`src/core/e1rcs_defs.vh`:
```
`ifndef E1RCS_DEFS_VH
`define E1RCS_DEFS_VH
// register offsets, framer page
`define E1RCS_SCF0_OFS 8'h0d
`define E1RCS_SCF1_OFS 8'h0e
`define E1RCS_SCF2_OFS 8'h0f
`define E1RCS_SCF3_OFS 8'h10
`define E1RCS_RX_INTERFACE_CONTROL_OFS 8'h20
`define E1RCS_RX_SIGNALING_CONTROL_OFS 8'ha0
// store array page spans these offsets
`define E1RCS_ARR_FIRST 8'h00
`define E1RCS_ARR_LAST 8'h1f
// field positions
`define E1RCS_RX_INTERFACE_CONTROL_FRAC_BIT 4
`define E1RCS_RX_SIGNALING_CONTROL_OHEN_BIT 5
`define E1RCS_RX_SIGNALING_CONTROL_MODE_HI 1
`define E1RCS_RX_SIGNALING_CONTROL_MODE_LO 0
// extraction modes
`define E1RCS_MODE_OFF 2'h0
`define E1RCS_MODE_SIXTEEN 2'h1
`define E1RCS_MODE_FOUR 2'h2
`define E1RCS_MODE_TWO 2'h3
// reset values
`define E1RCS_RX_INTERFACE_CONTROL_RST 8'h00
`define E1RCS_RX_SIGNALING_CONTROL_RST 8'h00
// stream positions
`define E1RCS_SIG_TS 5'h10
`define E1RCS_LAST_TS 5'h1f
`define E1RCS_LAST_FRM 4'hf
`define E1RCS_LAST_BIT 3'h7
`define E1RCS_NIB_BIT 3'h3
`endif

```
`src/core/e1rcs_sig_mem.v`:
```
`timescale 1ns/1ns
// two write ports (port a wins on a clash), two registered read ports
module e1rcs_sig_mem #(
  parameter DW = 8,
  parameter AW = 5
) (
  input wire clk_i, // clock
  input wire wa_en_i, // write a strobe
  input wire [AW-1:0] wa_addr_i, // write a address
  input wire [DW-1:0] wa_data_i, // write a data
  input wire wb_en_i, // write b strobe
  input wire [AW-1:0] wb_addr_i, // write b address
  input wire [DW-1:0] wb_data_i, // write b data
  input wire [AW-1:0] ra_addr_i, // read a address
  output reg [DW-1:0] ra_data_o, // read a data, next cycle
  input wire [AW-1:0] rb_addr_i, // read b address
  output reg [DW-1:0] rb_data_o // read b data, next cycle
);
  reg [DW-1:0] mem_q [0:(1<<AW)-1];

  // storage writes
  always @(posedge clk_i) begin
    if (wa_en_i) begin
      mem_q[wa_addr_i] <= wa_data_i;
    end
    if (wb_en_i && !(wa_en_i && wa_addr_i == wb_addr_i)) begin
      mem_q[wb_addr_i] <= wb_data_i;
    end
  end

  // registered reads
  always @(posedge clk_i) begin
    ra_data_o <= mem_q[ra_addr_i];
    rb_data_o <= mem_q[rb_addr_i];
  end
endmodule // e1rcs_sig_mem

```
`src/core/e1rcs_buf2.v`:
```
`timescale 1ns/1ns
// two-entry buffer, valid/ready on both sides
module e1rcs_buf2 #(
  parameter W = 3
) (
  input wire clk_i, // clock
  input wire rst_i, // async reset, high
  input wire in_valid_i, // word offered
  output wire in_ready_o, // room for a word
  input wire [W-1:0] in_data_i, // word in
  output wire out_valid_o, // word available
  input wire out_ready_i, // sink takes word
  output wire [W-1:0] out_data_o // word out
);
  reg [W-1:0] e0_q;
  reg [W-1:0] e1_q;
  reg [1:0] cnt_q;
  wire push;
  wire pop;

  assign in_ready_o = (cnt_q != 2'h2);
  assign out_valid_o = (cnt_q != 2'h0);
  assign out_data_o = e0_q;
  assign push = in_valid_i && in_ready_o;
  assign pop = out_valid_o && out_ready_i;

  // e0 is the head, e1 the second slot
  always @(posedge clk_i or posedge rst_i) begin
    if (rst_i) begin
      e0_q <= {W{1'b0}};
      e1_q <= {W{1'b0}};
      cnt_q <= 2'h0;
    end else begin
      if (pop) begin
        e0_q <= (cnt_q == 2'h2) ? e1_q : in_data_i;
      end else if (push && cnt_q == 2'h0) begin
        e0_q <= in_data_i;
      end
      if (push && ((cnt_q == 2'h1 && !pop) || (cnt_q == 2'h2))) begin
        e1_q <= in_data_i;
      end
      if (push && !(pop && cnt_q != 2'h1)) begin
        cnt_q <= pop ? cnt_q : cnt_q + 2'h1;
      end else if (pop && !push) begin
        cnt_q <= cnt_q - 2'h1;
      end
    end
  end
endmodule // e1rcs_buf2

```
`src/core/e1rcs_top.v`:
```
`timescale 1ns/1ns
`include "e1rcs_defs.vh"
// Functional notes
// - four 8-bit change-flag registers; msb is lowest timeslot of its group
// - updated flag plus four change-flag registers name every changed timeslot
// - signaling goes to array, signaling pin, overhead pin and serial stream
// - extraction enabled: timeslot 16 signaling written into its timeslot entry
// - sixteen-code array entry holds A in bit 3, B bit 2, C bit 1, D bit 0
// - 32 array entries at 0x00 to 0x1f, readable by the processor
// - interface control bit 4: 0 timeslot bit 0 on pin, 1 signaling
// - signaling pin A..D aligned with serial data bits 3..0
// - overhead pin selected: all timeslot 16 data shown on it
// - channels 1-15 A..D sit in timeslot 16 bits 1..4
// - channels 17-31 A..D sit in timeslot 16 bits 5..8
// - signaling control bit 5 gates the overhead pin path
// - change flag one means that timeslot changed last multiframe
// - mode field: 00 off, 01 sixteen, 10 four, 11 two-code
// - new signaling compared with old; change sets updated flag at multiframe end
// - signaling always stays embedded in the serial output payload
module e1rcs_top (
  input wire clk_i, // 20 MHz clock
  input wire rst_i, // async reset, high
  input wire rx_bit_valid_i, // framer offers a received bit
  output wire rx_bit_ready_o, // block takes the bit
  input wire rx_bit_i, // received pcm bit
  input wire [4:0] rx_ts_i, // timeslot of the bit
  input wire [2:0] rx_bitn_i, // bit index, 0 is pcm bit 1 (msb)
  input wire [3:0] rx_frm_i, // frame number in multiframe
  input wire reg_arr_sel_i, // 1 selects the store array page
  input wire [7:0] reg_addr_i, // indirect register offset
  input wire reg_wr_i, // register write strobe
  input wire reg_rd_i, // register read strobe
  input wire [7:0] reg_wdata_i, // write data
  output reg [7:0] reg_rdata_o, // read data
  output reg reg_rvalid_o, // read data valid pulse
  output reg signaling_update_event_o, // updated status flag (sticky)
  input wire signaling_update_clr_i, // clears the updated flag
  output wire out_valid_o, // output bit valid
  input wire out_ready_i, // terminal takes output bit
  output wire rx_serial_out_pin_o, // serial payload bit
  output wire rx_signaling_out_pin_o, // signaling or timeslot bit 0 pin
  output wire rx_overhead_out_pin_o // overhead pin
);
  // control registers
  reg [7:0] rx_interface_control_q;
  reg [7:0] rx_signaling_control_q;
  // change tracking
  reg [31:0] pend_q;
  reg [31:0] flags_q;
  // input stage
  reg s_v_q;
  reg s_age_q;
  reg s_bit_q;
  reg [4:0] s_ts_q;
  reg [2:0] s_bitn_q;
  reg [3:0] s_frm_q;
  reg [2:0] nib_q;
  // processor read pipe
  reg rd_arr_q;
  reg rd_q;
  reg [7:0] rd_reg_q;

  wire [1:0] mode;
  wire frac_en;
  wire oh_en;
  wire [7:0] ext_rdata;
  wire [7:0] cpu_rdata;
  wire buf_in_ready;
  wire act;
  wire in_sig_ts;
  wire nib_end;
  wire ext_wr;
  wire [4:0] chan;
  wire [4:0] rd_addr;
  wire [3:0] raw_nib;
  wire [3:0] new_sig;
  wire changed;
  wire mf_end;
  wire [31:0] pend_next;
  wire sig_bit;
  wire mux_bit;
  wire oh_bit;
  wire cpu_arr_wr;

  // bit order of one change-flag byte: msb is the lowest timeslot
  // byte g covers timeslots 8g to 8g+7
  function [7:0] flag_byte;
    input [31:0] f;
    input [1:0] grp;
    integer k;
    begin
      flag_byte = 8'h00;
      for (k = 0; k < 8; k = k + 1) begin
        flag_byte[7-k] = f[{grp, 3'h0} + k];
      end
    end
  endfunction

  // condense a received nibble according to the code width
  // four-code keeps A,B twice over; two-code keeps A in all four bits
  function [3:0] code_map;
    input [1:0] m;
    input [3:0] n;
    begin
      case (m)
        `E1RCS_MODE_SIXTEEN: code_map = n;
        `E1RCS_MODE_FOUR: code_map = {n[3], n[2], n[3], n[2]};
        `E1RCS_MODE_TWO: code_map = {n[3], n[3], n[3], n[3]};
        default: code_map = 4'h0;
      endcase
    end
  endfunction

  // store array page hit: page selected and offset inside the array span
  function arr_hit;
    input sel;
    input [7:0] a;
    begin
      arr_hit = sel && (a <= `E1RCS_ARR_LAST);
    end
  endfunction

  assign mode = rx_signaling_control_q[`E1RCS_RX_SIGNALING_CONTROL_MODE_HI:`E1RCS_RX_SIGNALING_CONTROL_MODE_LO];
  assign frac_en = rx_interface_control_q[`E1RCS_RX_INTERFACE_CONTROL_FRAC_BIT];
  assign oh_en = rx_signaling_control_q[`E1RCS_RX_SIGNALING_CONTROL_OHEN_BIT];

  // one bit held in the stage; memory answers one cycle after it lands
  assign rx_bit_ready_o = !s_v_q;
  assign act = s_v_q && s_age_q && buf_in_ready;
  assign in_sig_ts = (s_ts_q == `E1RCS_SIG_TS);
  assign nib_end = (s_bitn_q == `E1RCS_NIB_BIT) || (s_bitn_q == `E1RCS_LAST_BIT);
  // first nibble is channel n, second channel n+16
  assign chan = (s_bitn_q[2] == 1'b0) ? {1'b0, s_frm_q} : {1'b1, s_frm_q};
  // in timeslot 16 look up the channel, elsewhere the timeslot itself
  assign rd_addr = in_sig_ts ? chan : s_ts_q;

  // frame 0 carries the alignment word, never signaling
  assign raw_nib = {nib_q, s_bit_q};
  assign new_sig = code_map(mode, raw_nib);
  assign ext_wr = act && in_sig_ts && nib_end && (s_frm_q != 4'h0)
    && (mode != `E1RCS_MODE_OFF);
  assign changed = ext_wr && (new_sig != ext_rdata[3:0]);
  // multiframe ends when its very last bit leaves the stage
  assign mf_end = act && (s_frm_q == `E1RCS_LAST_FRM) && (s_ts_q == `E1RCS_LAST_TS)
    && (s_bitn_q == `E1RCS_LAST_BIT);
  assign pend_next = pend_q | (changed ? (32'h1 << chan) : 32'h0);
  assign cpu_arr_wr = reg_wr_i && arr_hit(reg_arr_sel_i, reg_addr_i);

  // signaling pin: A..D over data bits 3..0 of each timeslot except timeslot 16, which gives 0
  assign sig_bit = (!in_sig_ts && s_bitn_q[2]) ? ext_rdata[~s_bitn_q[1:0]] : 1'b0;
  assign mux_bit = frac_en ? sig_bit : s_ts_q[0];
  // overhead pin copies timeslot 16 raw when enabled
  assign oh_bit = oh_en && in_sig_ts && s_bit_q;

  // extraction reads the old entry a cycle before it writes, so a change is seen
  // signaling array, port a extraction, port b processor
  e1rcs_sig_mem #(
    .DW(8),
    .AW(5)
  ) u_mem (
    .clk_i(clk_i),
    .wa_en_i(ext_wr),
    .wa_addr_i(chan),
    .wa_data_i({4'h0, new_sig}),
    .wb_en_i(cpu_arr_wr),
    .wb_addr_i(reg_addr_i[4:0]),
    .wb_data_i(reg_wdata_i),
    .ra_addr_i(rd_addr),
    .ra_data_o(ext_rdata),
    .rb_addr_i(reg_addr_i[4:0]),
    .rb_data_o(cpu_rdata)
  );

  // a full buffer holds the stage, so a stalled sink never loses a bit
  // output buffer: serial payload always carries signaling
  e1rcs_buf2 #(
    .W(3)
  ) u_buf (
    .clk_i(clk_i),
    .rst_i(rst_i),
    .in_valid_i(s_v_q && s_age_q),
    .in_ready_o(buf_in_ready),
    .in_data_i({s_bit_q, mux_bit, oh_bit}),
    .out_valid_o(out_valid_o),
    .out_ready_i(out_ready_i),
    .out_data_o({rx_serial_out_pin_o, rx_signaling_out_pin_o, rx_overhead_out_pin_o})
  );

  // the framer stalls on ready while a bit waits for its memory look-up
  // input stage capture and release
  always @(posedge clk_i or posedge rst_i) begin
    if (rst_i) begin
      s_v_q <= 1'b0;
      s_age_q <= 1'b0;
      s_bit_q <= 1'b0;
      s_ts_q <= 5'h00;
      s_bitn_q <= 3'h0;
      s_frm_q <= 4'h0;
    end else begin
      if (!s_v_q && rx_bit_valid_i) begin
        s_v_q <= 1'b1;
        s_age_q <= 1'b0;
        s_bit_q <= rx_bit_i;
        s_ts_q <= rx_ts_i;
        s_bitn_q <= rx_bitn_i;
        s_frm_q <= rx_frm_i;
      end else if (act) begin
        s_v_q <= 1'b0;
        s_age_q <= 1'b0;
      end else if (s_v_q) begin
        s_age_q <= 1'b1;
      end
    end
  end

  // nib_q keeps the three signaling bits before the one in the stage
  // timeslot 16 nibble collector
  always @(posedge clk_i or posedge rst_i) begin
    if (rst_i) begin
      nib_q <= 3'h0;
    end else if (act && in_sig_ts) begin
      nib_q <= {nib_q[1:0], s_bit_q};
    end
  end

  // a change in the last cycle of the multiframe still lands in this snapshot
  // change tracking and multiframe snapshot
  always @(posedge clk_i or posedge rst_i) begin
    if (rst_i) begin
      pend_q <= 32'h0;
      flags_q <= 32'h0;
    end else if (mf_end) begin
      flags_q <= pend_next;
      pend_q <= 32'h0;
    end else begin
      pend_q <= pend_next;
    end
  end

  // the clear comes from the caller, who picks read- or write-clear
  // updated flag: a set in the clearing cycle wins
  always @(posedge clk_i or posedge rst_i) begin
    if (rst_i) begin
      signaling_update_event_o <= 1'b0;
    end else if (mf_end && (pend_next != 32'h0)) begin
      signaling_update_event_o <= 1'b1;
    end else if (signaling_update_clr_i) begin
      signaling_update_event_o <= 1'b0;
    end
  end

  // change-flag offsets are read-only; writes there fall through
  // control register writes
  always @(posedge clk_i or posedge rst_i) begin
    if (rst_i) begin
      rx_interface_control_q <= `E1RCS_RX_INTERFACE_CONTROL_RST;
      rx_signaling_control_q <= `E1RCS_RX_SIGNALING_CONTROL_RST;
    end else if (reg_wr_i && !reg_arr_sel_i) begin
      if (reg_addr_i == `E1RCS_RX_INTERFACE_CONTROL_OFS) begin
        rx_interface_control_q <= reg_wdata_i;
      end
      if (reg_addr_i == `E1RCS_RX_SIGNALING_CONTROL_OFS) begin
        rx_signaling_control_q <= reg_wdata_i;
      end
    end
  end

  // framer page read decode, registered
  always @(posedge clk_i or posedge rst_i) begin
    if (rst_i) begin
      rd_q <= 1'b0;
      rd_arr_q <= 1'b0;
      rd_reg_q <= 8'h00;
    end else begin
      rd_q <= reg_rd_i;
      rd_arr_q <= arr_hit(reg_arr_sel_i, reg_addr_i);
      // the array page owns no control offsets; its spare offsets read zero
      if (reg_arr_sel_i) begin
        rd_reg_q <= 8'h00;
      end else begin
        case (reg_addr_i)
          `E1RCS_SCF0_OFS: rd_reg_q <= flag_byte(flags_q, 2'h0);
          `E1RCS_SCF1_OFS: rd_reg_q <= flag_byte(flags_q, 2'h1);
          `E1RCS_SCF2_OFS: rd_reg_q <= flag_byte(flags_q, 2'h2);
          `E1RCS_SCF3_OFS: rd_reg_q <= flag_byte(flags_q, 2'h3);
          `E1RCS_RX_INTERFACE_CONTROL_OFS: rd_reg_q <= rx_interface_control_q;
          `E1RCS_RX_SIGNALING_CONTROL_OFS: rd_reg_q <= rx_signaling_control_q;
          default: rd_reg_q <= 8'h00;
        endcase
      end
    end
  end

  // data are forced to zero outside the answer, so a stray sample sees nothing
  // read answer one cycle after the strobe
  always @* begin
    reg_rvalid_o = rd_q;
    if (!rd_q) begin
      reg_rdata_o = 8'h00;
    end else if (rd_arr_q) begin
      reg_rdata_o = cpu_rdata;
    end else begin
      reg_rdata_o = rd_reg_q;
    end
  end
endmodule // e1rcs_top

```
`config.mk`:
```
export PLATFORM = sky130hd
export DESIGN_NAME = e1rcs_top
export DESIGN_NICKNAME = d
export VERILOG_FILES = /design/src/core/e1rcs_sig_mem.v /design/src/core/e1rcs_buf2.v /design/src/core/e1rcs_top.v
export VERILOG_INCLUDE_DIRS = /design/src /design/src/core
export SDC_FILE = /design/constraint.sdc
export NUM_CORES = 1
export LEC_CHECK = 0
export BUFFER_PORTS_ARGS = -buffer_cell sky130_fd_sc_hd__buf_2
export CORE_MARGIN = 2
export CORE_UTILIZATION = 49
export DETAILED_ROUTE_END_ITERATION = 6
export PLACE_DENSITY = 0.68
export SLEW_MARGIN = 30
export SYNTH_ARGS = -nofsm -noshare
export SYNTH_HDL_FRONTEND = slang
export SYNTH_SLANG_ARGS = --single-unit
export TNS_END_PERCENT = 5
```
`constraint.sdc`:
```
create_clock -name clk_i -period 4.1 [get_ports clk_i]
set_input_delay 0.82 -clock clk_i [delete_from_list [all_inputs] [get_ports clk_i]]
set_output_delay 0.82 -clock clk_i [all_outputs]
set_load 0.05 [all_outputs]
```
==> flow_metrics.env <==
export IMPL_outcome="finished clean"
export IMPL_startpoint_type="flip-flop"
export IMPL_yosysTopAreaCell="edfxtp_1"
export IMPL_clk_latency_ns=0.55
export IMPL_placed_cells=1934
export IMPL_crit_chain="inv_1 -> ha_1 -> nand3b_1 -> nor4_4 -> nand3b_1 -> o22ai_1"
export IMPL_cts_tree="done"
export IMPL_cts_sinks=385
export IMPL_setup_tns_ns=0
export IMPL_grt_total_usage=0.2644
export IMPL_cpMostUsedCell="nand3b_1"
export IMPL_routedWlPerCell_um=26.92
export IMPL_n_antenna_cell=0
export IMPL_report_final_slew_viol_count=0
export IMPL_postCtsSetupBuffers=0
export IMPL_power_density_nw_per_um2=484.4
export IMPL_fin_crit_ns=3.411
export IMPL_cts_htree_levels=2
export IMPL_antenna_found_initial=0
export IMPL_drt_wl_total_mm=54.17
export IMPL_grtUsageMet1=0.3718
export IMPL_hpwl_mm=36.59
export IMPL_ant_nets=0
export IMPL_reg2reg_slack_ns=0.69
export IMPL_synthTopCellsByArea="edfxtp_1 39%, dfrtp_1 15%, mux2_2 12%"
export IMPL_die_w_um=203.5
export IMPL_crit_type="reg -> reg"
export IMPL_synth_edf_count=256
export IMPL_arrival_ns=3.58
export IMPL_setup_viol=0
export IMPL_synthesis_area_um2=19490
export IMPL_die_area_um2=41390
export IMPL_postLayoutCoreUtil=0.5492
export IMPL_dr_pass1_iters=5
export IMPL_p_leak_nw=8.217
export IMPL_final_nets=1494
export IMPL_hp_class="in -> async"
export IMPL_grtUsageMet3=0.05801
export IMPL_post_drt_via_cell_ratio=6.412
export IMPL_slowest_stage="o22ai_1"
export IMPL_grtUsageMet2=0.4088
export IMPL_overflow=0
export IMPL_tightest_slew_ns=0.9554
export IMPL_seq_area_frac_synth=0.5569
export IMPL_grt_max_degree=71
export IMPL_io_pins=52
export IMPL_ctsResizeCount=0
export IMPL_yosys_warnings=0
export IMPL_crit_family="simple AND/OR/NAND/NOR gates"
export IMPL_grt_pass1_vias=12728
export IMPL_worstPathMaxFanout=8
export IMPL_drive_above_1_share=0.3289
export IMPL_layout_commonest_cell="edfxtp_1"
export IMPL_vias=12901
export IMPL_ir_drop_uv=249.1
export IMPL_slowest_delay_ns=0.85
export IMPL_place_congestion=0.9971
export IMPL_cts_hold_buf=0
export IMPL_fmax_mhz=293.1
export IMPL_grt_pass1_wl_mm=81.14
export IMPL_finalHoldViolCount=0
export IMPL_skew_ns=0.01709
export IMPL_synth_flop_cell="edfxtp_1"
export IMPL_cts_root_buf="clkbuf_16"
export IMPL_die_h_um=203.5
export IMPL_fillers=3218
export IMPL_port_buffers=51
export IMPL_post_route_period_util=0.8320
export IMPL_cp_data_required_time_ns=4.27
export IMPL_syn_inst=1434
export IMPL_core_um2=39460
export IMPL_busiest_layer="met2"
export IMPL_max_cap_violations=0
export IMPL_cts_buffers=42
export IMPL_synthArstFlopShare=0.3039
export IMPL_cts_path_max_buffers=3
export IMPL_cp_num_buf_inv=1
export IMPL_row_count=73
export IMPL_drtIter0Drc=1468
export IMPL_ys_ff_latch=385
export IMPL_crit_path_end_kind="flip-flop"
export IMPL_final_cell_mix="256 x edfxtp_1, 201 x mux2_2, 117 x dfrtp_1"
export IMPL_synth_fp_nets=1474
export IMPL_drc=0
export IMPL_area_growth_pct=11.17
export IMPL_synthDistinctLibCells=67
export IMPL_netlist_area_leader_share=0.3944
export IMPL_rsz0062_at_grt="false"
export IMPL_slew_headroom=0.3601
export IMPL_fin_cells=2012
export IMPL_syn_avg_cell_area_um2=13.59
export IMPL_start_util=0.4940
export IMPL_clk_pin_slew_ns=0.06
routing by layer:
layer  share of wire  vias to the layer above
li1                -                     5536
met1            0.42                     6594
met2            0.46                      659
met3           0.092                      112
met4           0.032                        0
met5               0                        -
cell usage after synthesis, types with 13 or more instances:
cell type / instances
a21o_1: 13
a21oi_1: 29
a22oi_1: 51
a31oi_1: 35
and2_1: 74
and3_1: 69
buf_2: 28
clkbuf_1: 79
dfrtp_1: 117
edfxtp_1: 256
mux2_2: 201
mux2i_1: 18
mux4_2: 81
nand2_1: 74
nand3_1: 20
nor2_1: 63
nor2b_1: 16
o21ai_0: 26
through the flow:
step / instance area [um2] / worst slack [ns] / hold WS (ns) / total power, mW
floorplan: 19490 / 0.1792 / 0.4498 / 6.017
global placement: 20280 / 0.4535 / 0.4634 / 6.760
detailed placement: 20310 / 0.3926 / 0.4761 / 6.784
CTS: 21640 / 0.5340 / 0.3529 / 10.43
global route: 21670 / 0.5157 / 0.3585 / 10.86
finish: 21670 / 0.6887 / 0.3563 / 10.50
registers in the layout (all words and copies together) (netlist names):
| register | flops |
|---|---|
| flags_q | 32 |
| nib_q | 3 |
| pend_q | 32 |
| rd_arr_q | 1 |
| rd_reg_q | 8 |
| reg_rvalid_o | 1 |
| rx_interface_control_q | 8 |
| rx_signaling_control_q | 8 |
| s_age_q | 1 |
| s_bit_q | 1 |
| s_bitn_q | 3 |
| s_frm_q | 4 |
| s_ts_q | 5 |
| s_v_q | 1 |
| signaling_update_event_o | 1 |
| u_buf.cnt_q | 2 |
| u_buf.e1_q | 3 |
| u_buf.out_data_o | 3 |
| u_mem.mem_q | 256 |
| u_mem.ra_data_o | 4 |
| u_mem.rb_data_o | 8 |
power by group:
part           switching [mW]  leakage (nW)  internal, mW
Combinational            1.52          3.87         0.817
Sequential              0.222          3.70          4.26
Clock                    1.56         0.648          2.12
Total                    3.30          8.22          7.20
worst register-to-register path: stages (launching register included):
cell,delay (ns)
dfrtp_1,0.38
inv_1,0.08
ha_1,0.21
nand3b_1,0.32
nor4_4,0.69
nand3b_1,0.50
o22ai_1,0.86
cell families after synthesis:
group	after synthesis	synth area share
AOI/OAI and AO/OA	200	0.06958
xor gates and xnor gates	9	0.004044
adders and majority gates	3	0.001926
buffers and inverters	135	0.03068
DFF	385	0.5569
muxes	306	0.2224
and+or+nand+nor	396	0.1144
cell type report:
class | instances | area (um2) | share of cell area
sequential | 385 | 10860 | 0.5010
multi-input combinational | 914 | 8092 | 0.3734
clock buffer | 54 | 1149 | 0.05301
timing repair buffer | 100 | 693.2 | 0.03199
tap | 525 | 656.9 | 0.03031
clock inverter | 23 | 177.7 | 0.008199
inverter | 11 | 46.29 | 0.002136
path summary, 6_finish.rpt:
| kind | startpoint | to | cells after the start |
|---|---|---|---|
| worst max-delay path | u_buf.cnt_q[0] | u_mem.mem_q[13][1] | 6 |
| worst min-delay path | rst_i | u_buf.out_data_o[0] | 2 |
| worst max register to register | u_buf.cnt_q[0] | u_mem.mem_q[13][1] | 6 |
| worst min register to register | u_buf.out_data_o[1] | u_buf.out_data_o[1] | 2 |
| max in group asynchronous | rst_i | flags_q[2] | 3 |
| min in group clk_i | reg_rd_i | reg_rvalid_o | 1 |
Power figures use the tool's default switching activity.
